[src/verilog/itfl_pkg.sv]
// Purpose: Shared constants for the input terminal function logic.
// Assumes: 100 MHz clock, 8 terminals, 8-bit function codes.
// Notes:   Gains are in 0.1 percent units; frequencies in 0.01 Hz units.
package itfl_pkg;
  // ****************************************
  // Terminal function codes
  // ****************************************
  localparam logic [7:0] ITFL_FN_SET2   = 8'h08;
  localparam logic [7:0] ITFL_FN_TRIP   = 8'h0C;
  localparam logic [7:0] ITFL_FN_THIRD_SET_SELECT   = 8'h11;
  localparam logic [7:0] ITFL_FN_START  = 8'h14;
  localparam logic [7:0] ITFL_FN_STOP   = 8'h15;
  localparam logic [7:0] ITFL_FN_DIR    = 8'h16;
  localparam logic [7:0] ITFL_FN_GAIN   = 8'h1A;
  localparam logic [7:0] ITFL_FN_RAISE  = 8'h1B;
  localparam logic [7:0] ITFL_FN_LOWER  = 8'h1C;
  localparam logic [7:0] ITFL_FN_CLEAR  = 8'h1D;
  localparam logic [7:0] ITFL_FN_HOLD   = 8'h41;
  localparam logic [7:0] ITFL_FN_FWD    = 8'h00;
  localparam logic [7:0] ITFL_FN_REV    = 8'h01;
  localparam logic [7:0] ITFL_FN_NONE   = 8'hFF;
  // ****************************************
  // Setting encodings
  // ****************************************
  localparam logic [1:0] ITFL_SRC_TERM  = 2'h1;
  localparam logic [1:0] ITFL_SRC_OPER  = 2'h2;
  localparam logic [1:0] ITFL_MEM_ON    = 2'h1;
  localparam logic [1:0] ITFL_RUN_TERM  = 2'h1;
  localparam logic [2:0] ITFL_CM_VEC_LO = 3'h3;
  localparam logic [2:0] ITFL_CM_VEC_HI = 3'h5;
  localparam logic [7:0] ITFL_TRIP_CODE = 8'h0C;
  // ****************************************
  // Limits and timing
  // ****************************************
  localparam logic [13:0] ITFL_TAPER_MAX_MS = 14'd9999;
  localparam logic [13:0] ITFL_GAIN_MAX     = 14'd10000;
  localparam int          ITFL_CLK_MHZ      = 100;
  localparam int          ITFL_MS_CYCLES    = ITFL_CLK_MHZ * 1000;
  localparam logic [15:0] ITFL_FREQ_RESET   = 16'h0000;
  localparam int          ITFL_STEP_W       = 24;
endpackage

[src/verilog/itfl_terminal_logic.sv]
// Contract
// - Raise/lower works only when both raise and lower codes are assigned.
// - Raise/lower acts for terminal source with hold, or operator source.
// - Raise/lower ignored for analog source; jog frequency never altered.
// - Ramp set while adjusting chosen by second-set and third-set terminals.
// - Memory setting 01 retains adjusted frequency; 00 does not.
// - Clear terminal sets stored adjusted frequency to zero hertz.
// - Raise and lower together hold the present frequency.
// - Trip terminal enters trip state, reports code 12, shuts output.
// - External trip stays latched until drive reset.
// - Three-wire control applies only with run source 01.
// - Three-wire uses momentary start, momentary stop, direction terminals.
// - Assigned momentary stop disables forward and reverse run inputs.
// - Gain switching applies only in control methods 03 to 05.
// - Gain switch off uses motor gains; on uses alternate gains.
// - Unassigned gain switch behaves as permanently deasserted.
// - Gain change tapers over 0 to 9999 milliseconds.
// - Gain parameters above 1000 percent are rejected; the P-only gains are not checked against this limit.
// - Analog hold freezes analog command; adjustment relative to held value.
//
// Purpose: Decode eight configurable input terminals into drive controls.
// Assumes: Terminal inputs already debounced and synchronous to mclk_i.
// Notes:   Ramp rate is a per-cycle step picked from three input steps.
`timescale 1ns/1ps
module itfl_terminal_logic
  import itfl_pkg::*;
(
  input  wire logic                  mclk_i,
  input  wire logic                  arst_n_i,
  input  wire logic [7:0]            terminal_i,
  input  wire logic [63:0]           terminal_function_assign_i,
  input  wire logic [1:0]            frequency_source_setting_i,
  input  wire logic [1:0]            run_source_setting_i,
  input  wire logic [1:0]            adjust_memory_setting_i,
  input  wire logic [2:0]            control_method_select_i,
  input  wire logic                  drive_reset_i,
  input  wire logic                  jog_active_i,
  input  wire logic [15:0]           analog_freq_i,
  input  wire logic [15:0]           operator_freq_i,
  input  wire logic [15:0]           max_freq_i,
  input  wire logic [ITFL_STEP_W-1:0] ramp_step1_i,
  input  wire logic [ITFL_STEP_W-1:0] ramp_step2_i,
  input  wire logic [ITFL_STEP_W-1:0] ramp_step3_i,
  input  wire logic [13:0]           pi_prop_gain_param_i,
  input  wire logic [13:0]           pi_integral_gain_param_i,
  input  wire logic [13:0]           p_only_gain_param_i,
  input  wire logic [13:0]           alt_pi_prop_gain_i,
  input  wire logic [13:0]           alt_pi_integral_gain_i,
  input  wire logic [13:0]           alt_p_only_gain_i,
  input  wire logic [13:0]           gain_taper_time_i,
  output logic [15:0]                adjusted_freq_o,
  output logic                       adjust_active_o,
  output logic [1:0]                 ramp_set_o,
  output logic                       trip_o,
  output logic [7:0]                 trip_code_o,
  output logic                       output_enable_o,
  output logic                       run_o,
  output logic                       reverse_o,
  output logic [13:0]                kp_o,
  output logic [13:0]                ki_o,
  output logic [13:0]                kpp_o,
  output logic                       gain_alt_o,
  output logic                       param_error_o
);
  // ****************************************
  // Terminal decode
  // ****************************************
  logic [7:0] hit_raise, hit_lower, hit_clear, hit_trip, hit_start, hit_stop;
  logic [7:0] hit_dir, hit_gain, hit_set2, hit_third_set_select, hit_hold, hit_fwd, hit_rev;
  logic [7:0] asg_raise, asg_lower, asg_stop, asg_gain;

  // Each terminal matches its own function code; unassigned functions stay low.
  genvar g;
  generate
    for (g = 0; g < 8; g++)
    begin : g_term
      logic [7:0] fn;
      assign fn           = terminal_function_assign_i[g*8 +: 8];
      assign asg_raise[g] = (fn == ITFL_FN_RAISE);
      assign asg_lower[g] = (fn == ITFL_FN_LOWER);
      assign asg_stop[g]  = (fn == ITFL_FN_STOP);
      assign asg_gain[g]  = (fn == ITFL_FN_GAIN);
      assign hit_raise[g] = asg_raise[g] & terminal_i[g];
      assign hit_lower[g] = asg_lower[g] & terminal_i[g];
      assign hit_clear[g] = (fn == ITFL_FN_CLEAR) & terminal_i[g];
      assign hit_trip[g]  = (fn == ITFL_FN_TRIP) & terminal_i[g];
      assign hit_start[g] = (fn == ITFL_FN_START) & terminal_i[g];
      assign hit_stop[g]  = asg_stop[g] & terminal_i[g];
      assign hit_dir[g]   = (fn == ITFL_FN_DIR) & terminal_i[g];
      assign hit_gain[g]  = asg_gain[g] & terminal_i[g];
      assign hit_set2[g]  = (fn == ITFL_FN_SET2) & terminal_i[g];
      assign hit_third_set_select[g]  = (fn == ITFL_FN_THIRD_SET_SELECT) & terminal_i[g];
      assign hit_hold[g]  = (fn == ITFL_FN_HOLD) & terminal_i[g];
      assign hit_fwd[g]   = (fn == ITFL_FN_FWD) & terminal_i[g];
      assign hit_rev[g]   = (fn == ITFL_FN_REV) & terminal_i[g];
    end
  endgenerate

  // Per-function levels, the OR of every terminal that carries the code.
  logic raise, lower, clear, ext_trip, start, stop_in, dir, gain_sw;
  logic set2, third_set_select, hold, fwd, rev, stop_assigned;
  assign raise         = |hit_raise;
  assign lower         = |hit_lower;
  assign clear         = |hit_clear;
  assign ext_trip      = |hit_trip;
  assign start         = |hit_start;
  assign stop_in       = |hit_stop;
  assign dir           = |hit_dir;
  assign gain_sw       = |hit_gain;
  assign set2          = |hit_set2;
  assign third_set_select          = |hit_third_set_select;
  assign hold          = |hit_hold;
  assign fwd           = |hit_fwd;
  assign rev           = |hit_rev;
  assign stop_assigned = |asg_stop;

  // ****************************************
  // Remote raise/lower adjustment
  // ****************************************
  logic updown_ok, adj_enable;
  // Both functions must be assigned, and the source must allow adjustment.
  assign updown_ok = (|asg_raise) & (|asg_lower);
  assign adj_enable = updown_ok & ~jog_active_i &
                      ((frequency_source_setting_i == ITFL_SRC_OPER) |
                       ((frequency_source_setting_i == ITFL_SRC_TERM) & hold));

  // Ramp set select; third set wins over second when both are on.
  assign ramp_set_o = third_set_select ? 2'd2 : (set2 ? 2'd1 : 2'd0);
  // Step used while adjusting; the two unused sets are simply not selected.
  logic [ITFL_STEP_W-1:0] step;
  always_comb
  begin
    unique case (ramp_set_o)
      2'd1:    step = ramp_step2_i;
      2'd2:    step = ramp_step3_i;
      default: step = ramp_step1_i;
    endcase
  end

  logic [15:0] held_analog_r;
  logic        hold_d_r;
  // Held analog reference is captured on the rising edge of the hold input.
  always_ff @(posedge mclk_i or negedge arst_n_i)
  begin
    if (!arst_n_i)
    begin
      held_analog_r <= ITFL_FREQ_RESET;
      hold_d_r      <= 1'b0;
    end
    else
    begin
      hold_d_r <= hold;
      if (hold & ~hold_d_r)
        held_analog_r <= analog_freq_i;
    end
  end

  // Offset has 8 fraction bits so slow ramps still advance.
  logic signed [31:0] offset_r, offset_nxt, base_s, upper_s, lower_s, cand;
  logic               adjusting;
  assign base_s    = (frequency_source_setting_i == ITFL_SRC_TERM) ?
                     {8'h00, held_analog_r, 8'h00} : {8'h00, operator_freq_i, 8'h00};
  assign upper_s   = {8'h00, max_freq_i, 8'h00} - base_s;
  assign lower_s   = 32'sd0 - base_s;
  assign adjusting = adj_enable & (raise ^ lower);
  assign adjust_active_o = adjusting;

  always_comb
  begin
    cand       = offset_r;
    offset_nxt = offset_r;
    if (clear)
      offset_nxt = lower_s;
    else if (adjusting)
    begin
      cand = raise ? offset_r + $signed({8'h00, step}) : offset_r - $signed({8'h00, step});
      if (cand > upper_s)
        offset_nxt = upper_s;
      else if (cand < lower_s)
        offset_nxt = lower_s;
      else
        offset_nxt = cand;
    end
  end

  // Without memory the offset lapses whenever adjustment is not enabled.
  always_ff @(posedge mclk_i or negedge arst_n_i)
  begin
    if (!arst_n_i)
      offset_r <= 32'sd0;
    else if (adjust_memory_setting_i != ITFL_MEM_ON & ~adj_enable)
      offset_r <= 32'sd0;
    else
      offset_r <= offset_nxt;
  end

  // Base plus offset, still in the scale with 8 fraction bits.
  logic signed [31:0] sum;
  assign sum = base_s + offset_r;
  // Output is registered; a negative sum is clamped to zero as a guard.
  always_ff @(posedge mclk_i or negedge arst_n_i)
  begin
    if (!arst_n_i)
      adjusted_freq_o <= ITFL_FREQ_RESET;
    else if (sum < 0)
      adjusted_freq_o <= ITFL_FREQ_RESET;
    else
      adjusted_freq_o <= sum[23:8];
  end

  // ****************************************
  // External trip
  // ****************************************
  // Latched until drive reset; a new trip in the reset cycle still wins.
  always_ff @(posedge mclk_i or negedge arst_n_i)
  begin
    if (!arst_n_i)
      trip_o <= 1'b0;
    else if (ext_trip)
      trip_o <= 1'b1;
    else if (drive_reset_i)
      trip_o <= 1'b0;
  end
  // The code reads zero outside a trip so a monitor never shows a stale fault.
  assign trip_code_o     = trip_o ? ITFL_TRIP_CODE : 8'h00;
  assign output_enable_o = ~trip_o & run_o;

  // ****************************************
  // Run control
  // ****************************************
  // Three-wire mode needs the terminal block as the run command source.
  logic three_wire;
  assign three_wire = (run_source_setting_i == ITFL_RUN_TERM);

  // Stop has priority over start so a stuck start button cannot override it.
  always_ff @(posedge mclk_i or negedge arst_n_i)
  begin
    if (!arst_n_i)
    begin
      run_o     <= 1'b0;
      reverse_o <= 1'b0;
    end
    else if (trip_o)
      run_o <= 1'b0;
    else if (three_wire & stop_assigned)
    begin
      if (~stop_in)
        run_o <= 1'b0;
      else if (start)
        run_o <= 1'b1;
      reverse_o <= dir;
    end
    else if (~stop_assigned)
    begin
      run_o     <= fwd ^ rev;
      reverse_o <= rev & ~fwd;
    end
    else
      run_o <= 1'b0;
  end

  // ****************************************
  // Gain selection with taper
  // ****************************************
  // Outside the vector modes the gain switch terminal is ignored entirely.
  logic gain_sel, gain_sel_d_r, bad_param;
  assign gain_sel = gain_sw & (control_method_select_i >= ITFL_CM_VEC_LO) &
                    (control_method_select_i <= ITFL_CM_VEC_HI);
  // P-only gains have a range of their own and are not checked against it.
  assign bad_param = (pi_prop_gain_param_i > ITFL_GAIN_MAX) |
                     (pi_integral_gain_param_i > ITFL_GAIN_MAX) |
                     (alt_pi_prop_gain_i > ITFL_GAIN_MAX) |
                     (alt_pi_integral_gain_i > ITFL_GAIN_MAX) |
                     (gain_taper_time_i > ITFL_TAPER_MAX_MS);
  assign param_error_o = bad_param;

  // Targets follow the selection at once; the taper smooths the outputs.
  logic [13:0] tgt_kp, tgt_ki, tgt_kpp;
  assign tgt_kp  = gain_sel ? alt_pi_prop_gain_i : pi_prop_gain_param_i;
  assign tgt_ki  = gain_sel ? alt_pi_integral_gain_i : pi_integral_gain_param_i;
  assign tgt_kpp = gain_sel ? alt_p_only_gain_i : p_only_gain_param_i;

  // Taper: per millisecond tick, move the gap divided by the ms left (at least one unit) toward target; coarse but monotonic.
  logic [13:0] ms_left_r;
  logic [16:0] tick_r;
  logic        tick;
  // The millisecond tick runs free, so the first taper step may come early.
  assign tick = (tick_r == 17'(ITFL_MS_CYCLES - 1));
  always_ff @(posedge mclk_i or negedge arst_n_i)
  begin
    if (!arst_n_i)
    begin
      gain_sel_d_r <= 1'b0;
      ms_left_r    <= 14'd0;
      tick_r       <= 17'd0;
    end
    else
    begin
      gain_sel_d_r <= gain_sel;
      tick_r       <= tick ? 17'd0 : tick_r + 17'd1;
      if (gain_sel != gain_sel_d_r)
        ms_left_r <= gain_taper_time_i;
      else if (tick & (ms_left_r != 14'd0))
        ms_left_r <= ms_left_r - 14'd1;
    end
  end
  assign gain_alt_o = gain_sel_d_r;

  // One taper step: close the gap evenly over the milliseconds left.
  function automatic logic [13:0] ramp_to(input logic [13:0] cur,
                                          input logic [13:0] tgt,
                                          input logic [13:0] left);
    logic [13:0] d;
    d = (tgt > cur) ? tgt - cur : cur - tgt;
    if (left == 14'd0)
      return tgt;
    d = d / left;
    if (d == 14'd0)
      d = 14'd1;
    return (tgt > cur) ? cur + d : (tgt < cur) ? cur - d : cur;
  endfunction

  // Rejected parameters leave the previous gains in force.
  // Gains hold in the cycle the selection flips, so the freshly loaded
  // taper time governs the first step instead of the finished previous one.
  always_ff @(posedge mclk_i or negedge arst_n_i)
  begin
    if (!arst_n_i)
    begin
      kp_o  <= 14'd0;
      ki_o  <= 14'd0;
      kpp_o <= 14'd0;
    end
    else if (~bad_param & (gain_sel == gain_sel_d_r) & (tick | (ms_left_r == 14'd0)))
    begin
      kp_o  <= ramp_to(kp_o, tgt_kp, ms_left_r);
      ki_o  <= ramp_to(ki_o, tgt_ki, ms_left_r);
      kpp_o <= ramp_to(kpp_o, tgt_kpp, ms_left_r);
    end
  end
endmodule

[config.mk]
export PLATFORM = sky130hd
export DESIGN_NAME = itfl_terminal_logic
export DESIGN_NICKNAME = d
export VERILOG_FILES = /design/src/verilog/itfl_pkg.sv /design/src/verilog/itfl_terminal_logic.sv
export SDC_FILE = /design/constraint.sdc
export NUM_CORES = 2
export LEC_CHECK = 0
export ABC_CLOCK_PERIOD_IN_PS = 29200
export BUFFER_PORTS_ARGS = -buffer_cell sky130_fd_sc_hd__buf_2
export CELL_PAD_IN_SITES_DETAIL_PLACEMENT = 0
export CELL_PAD_IN_SITES_GLOBAL_PLACEMENT = 1
export CORE_MARGIN = 10
export CORE_UTILIZATION = 41
export DETAILED_ROUTE_END_ITERATION = 7
export PLACE_DENSITY = 0.87
export SLEW_MARGIN = 20
export SYNTH_ARGS = -nofsm -noshare
export SYNTH_HDL_FRONTEND = slang
export SYNTH_SLANG_ARGS = --single-unit
[constraint.sdc]
create_clock -name mclk_i -period 29.2 [get_ports mclk_i]
set_input_delay 2.92 -clock mclk_i [delete_from_list [all_inputs] [get_ports mclk_i]]
set_output_delay 2.92 -clock mclk_i [all_outputs]
set_load 0.02 [all_outputs]
==> run_results.csv <==
group,metric,value,unit
critical_path,critPathLaunch,"terminal_function_assign_i[63]",
placement,portBuffers,371,
timing,hold_viol,0,
cts,holdBufCountCts,0,
critical_path,r2r_start,"kpp_o[1]",
critical_path,crit_slowest_cell,"or4b_4",
placement,dp_cells,7334,
cts,cts_root_buf,"clkbuf_16",
power_and_ir_drop,switching_share,0.454,
hold_path,min_from,"tick_r[0]",
yosys,yosys_warnings,0,
route,drtIter0Drc,4160,
cts,cts_tree,"built",
hold_path,holdPathStages,1,
power_and_ir_drop,vdd_drop_max,63.4,µV
route,vias,45200,
yosys,yosys_register_bits,142,
power_and_ir_drop,power_density,43.2,nW/µm²
global_routing,busiest_layer,"met2",
route,drtAntennaViolNets,0,
cts,cts_buffers,17,
yosys,synthArstFlopShare,1.00,
outcome,violations,"capacitance limit, slew limit, setup timing",
power_and_ir_drop,pwr-share-clk,0.104,
route,via_per_inst,5.87,
yosys,synth_cells,4779,
timing,min_period,31.64,ns
critical_path,cp-start-kind,"input port",
global_routing,antenna_found_initial,15,
placement,gp_congestion,1.06,
flow_run,cap_viol_max_count,1,
cells_and_area,design_area,53500,µm²
route,dr.pass1.iters,6,
route,wirelength,160000,µm
global_routing,use_met3,0.0537,
yosys,synth.distinct_cells,99,
critical_path,critPathMostFrequentCell,"o21a_1",
cells_and_area,syn2layout_area_growth,53.1,%
die,core,84900,µm²
global_routing,grt_use_total,0.297,
power_and_ir_drop,p_int,1.26,mW
hold_path,hp-class,"flop to flop",
placement,hpwlAfterDp,121000,µm
cts,clkSinkCount,142,
timing,fin_crit_sh,1.08,
yosys,synth_area_per_cell,7.31,µm²
timing,finalSetupViolations,41,
die,fp-row-count,107,
critical_path,worstPathMaxFanout,6,
die,dieWidth,312,µm
critical_path,reg2regPathDepth,144,
yosys,seq_area_frac_synth,0.102,
cts,cts.htree.levels,4,
die,top_level_ports,378,
timing,fmax,31.6,MHz
die,die_area,97300,µm²
timing,hold_slack,0.496,ns
yosys,synth_top_flop_cell,"dfrtp_1",
power_and_ir_drop,finalPower,2.31,mW
global_routing,grt_pass1_vias,43700,
critical_path,cp_data_required_time,29.64,ns
die,start_util,0.412,
global_routing,grt_max_degree,86,
cells_and_area,fin_nets,7406,
cts,cts_buffer_depth,2,
cts,clk_latency,0.52,ns
timing,worstMarginPinSlew,1.53,ns
timing,slew_headroom,-0.0228,
die,die_height,312,µm
timing,clock_skew,0.0232,ns
global_routing,grt_overflow,0,
global_routing,grt_pass1_wl,236000,µm
yosys,syn-cell-area,34900,µm²
route,wire_per_inst,20.7,µm
critical_path,endpoint_kind,"flop",
route,drc_errors,0,
timing,rsz0062_at_grt,"true",
timing,slew_violations,8,
cts,clk_pin_slew_worst_paths,0.08,ns
power_and_ir_drop,seq_power_share,0.098,
cells_and_area,final_cells,7699,
cells_and_area,final_cell_mix,"buf_4, ha_1, nor2_1",
power_and_ir_drop,p_sw,1.05,mW
outcome,status,"complete, but fails checks",
critical_path,crit_type,"input port to flop",
timing,setup_ws,-2.44,ns
cells_and_area,final_common_cell,"buf_4",
placement,place_area,47300,µm²
power_and_ir_drop,p_leak,26.1,nW
global_routing,met1_usage,0.370,
cells_and_area,drive_above_1_share,0.393,
critical_path,worstPathArrival,32.08,ns
power_and_ir_drop,comb_power_share,0.798,
critical_path,slowest_delay,0.56,ns
global_routing,use_met2,0.492,
yosys,synth-edff-count,0,
layer usage:
metal	part of all wire	routed length, µm
met5	0.00020	32
met4	0.056	8960
met3	0.085	13500
met2	0.46	72600
met1	0.40	64400
final cells by class:
type	count	area (µm²)
multi-input cells	4195	33100
fillers	7097	31400
repair buffers	1886	13700
flip-flops and latches	142	3550
well taps	1144	1430
inverters	293	1110
clock buffers	17	425
clock inverters	15	168
diodes	7	17.5
state kept, by name, indices dropped and copies added, names as in the netlist, 14 cells and up:
register	count
ms_left_r	14
kp_o	14
kpp_o	14
tick_r	17
offset_r	32
adjusted_freq_o	16
held_analog_r	16
ki_o	14
kinds of logic after synthesis:
kind of cell / synth area share
xor gates and xnor gates: 0.0770
buffers and inverters: 0.0496
other: 0.000107
and+or+nand+nor: 0.227
adders and majority gates: 0.206
AOI/OAI and AO/OA: 0.274
DFF: 0.102
muxes: 0.0652
cells in the mapped netlist (all sizes together), types with 30 or more instances:
library cell | number | area [µm²]
ha | 556 | 6960
nand4 | 50 | 319
dfrtp | 142 | 3550
nor4 | 39 | 244
a211oi | 39 | 293
o21a | 181 | 1360
clkbuf | 120 | 450
nand2 | 384 | 1440
nand3 | 111 | 556
buf | 35 | 181
nor2b | 64 | 400
nor2 | 451 | 1700
nor3 | 229 | 1150
a31oi | 65 | 413
o21ai | 306 | 1530
xnor2 | 221 | 1940
xor2 | 86 | 753
a21oi | 369 | 1850
o31ai | 55 | 418
and3 | 37 | 231
or3 | 57 | 357
mux2i | 116 | 1160
a21o | 117 | 878
a21boi | 30 | 225
o21bai | 41 | 308
and2 | 36 | 225
mux2 | 99 | 1120
nand2b | 48 | 300
inv | 292 | 1100
or2 | 35 | 219
final timing paths:
kind	endpoint	slack (ns)
max	kpp_o[13]	-2.44
min	tick_r[0]	0.50
max reg2reg	kpp_o[13]	1.38
min reg2reg	tick_r[0]	0.50
max in group asynchronous	ms_left_r[5]	25.21
min in group asynchronous	adjusted_freq_o[2]	2.44
what timing repair did:
item	CTS	global route
setup endpoints to repair	42	42
setup buffers	227	109
gates cloned	2	2
gates resized for setup	352	266
pin swaps	332	285
stage by stage:
step | TNS, ns | utilization | setup slack (ns)
floorplan | -37.04 | - | -1.95
global placement | -81.05 | 0.558 | -3.67
detailed placement | -113.81 | 0.558 | -4.20
CTS | -36.31 | 0.604 | -1.54
global route | -109.81 | 0.630 | -3.53
finish | -66.15 | 0.630 | -2.44
power groups by stage:
stage,Combinational (mW),Clock (mW),Sequential [mW]
after global routing,1.99,0.252,0.229
after floorplan,0.909,0,0.226
after CTS,1.66,0.244,0.226
final,1.84,0.240,0.227
after global placement,1.48,0,0.230
after detailed placement,1.53,0,0.230
critical path, delay by kind of cell:
family,cells,cell delay [ns]
and+or+nand+nor,22,3.93
xor gates and xnor gates,2,0.42
AOI/OAI and AO/OA,86,15.94
buffers and inverters,22,2.78
muxes,6,1.77
adders and majority gates,17,4.17
Power figures use the tool's default switching activity.
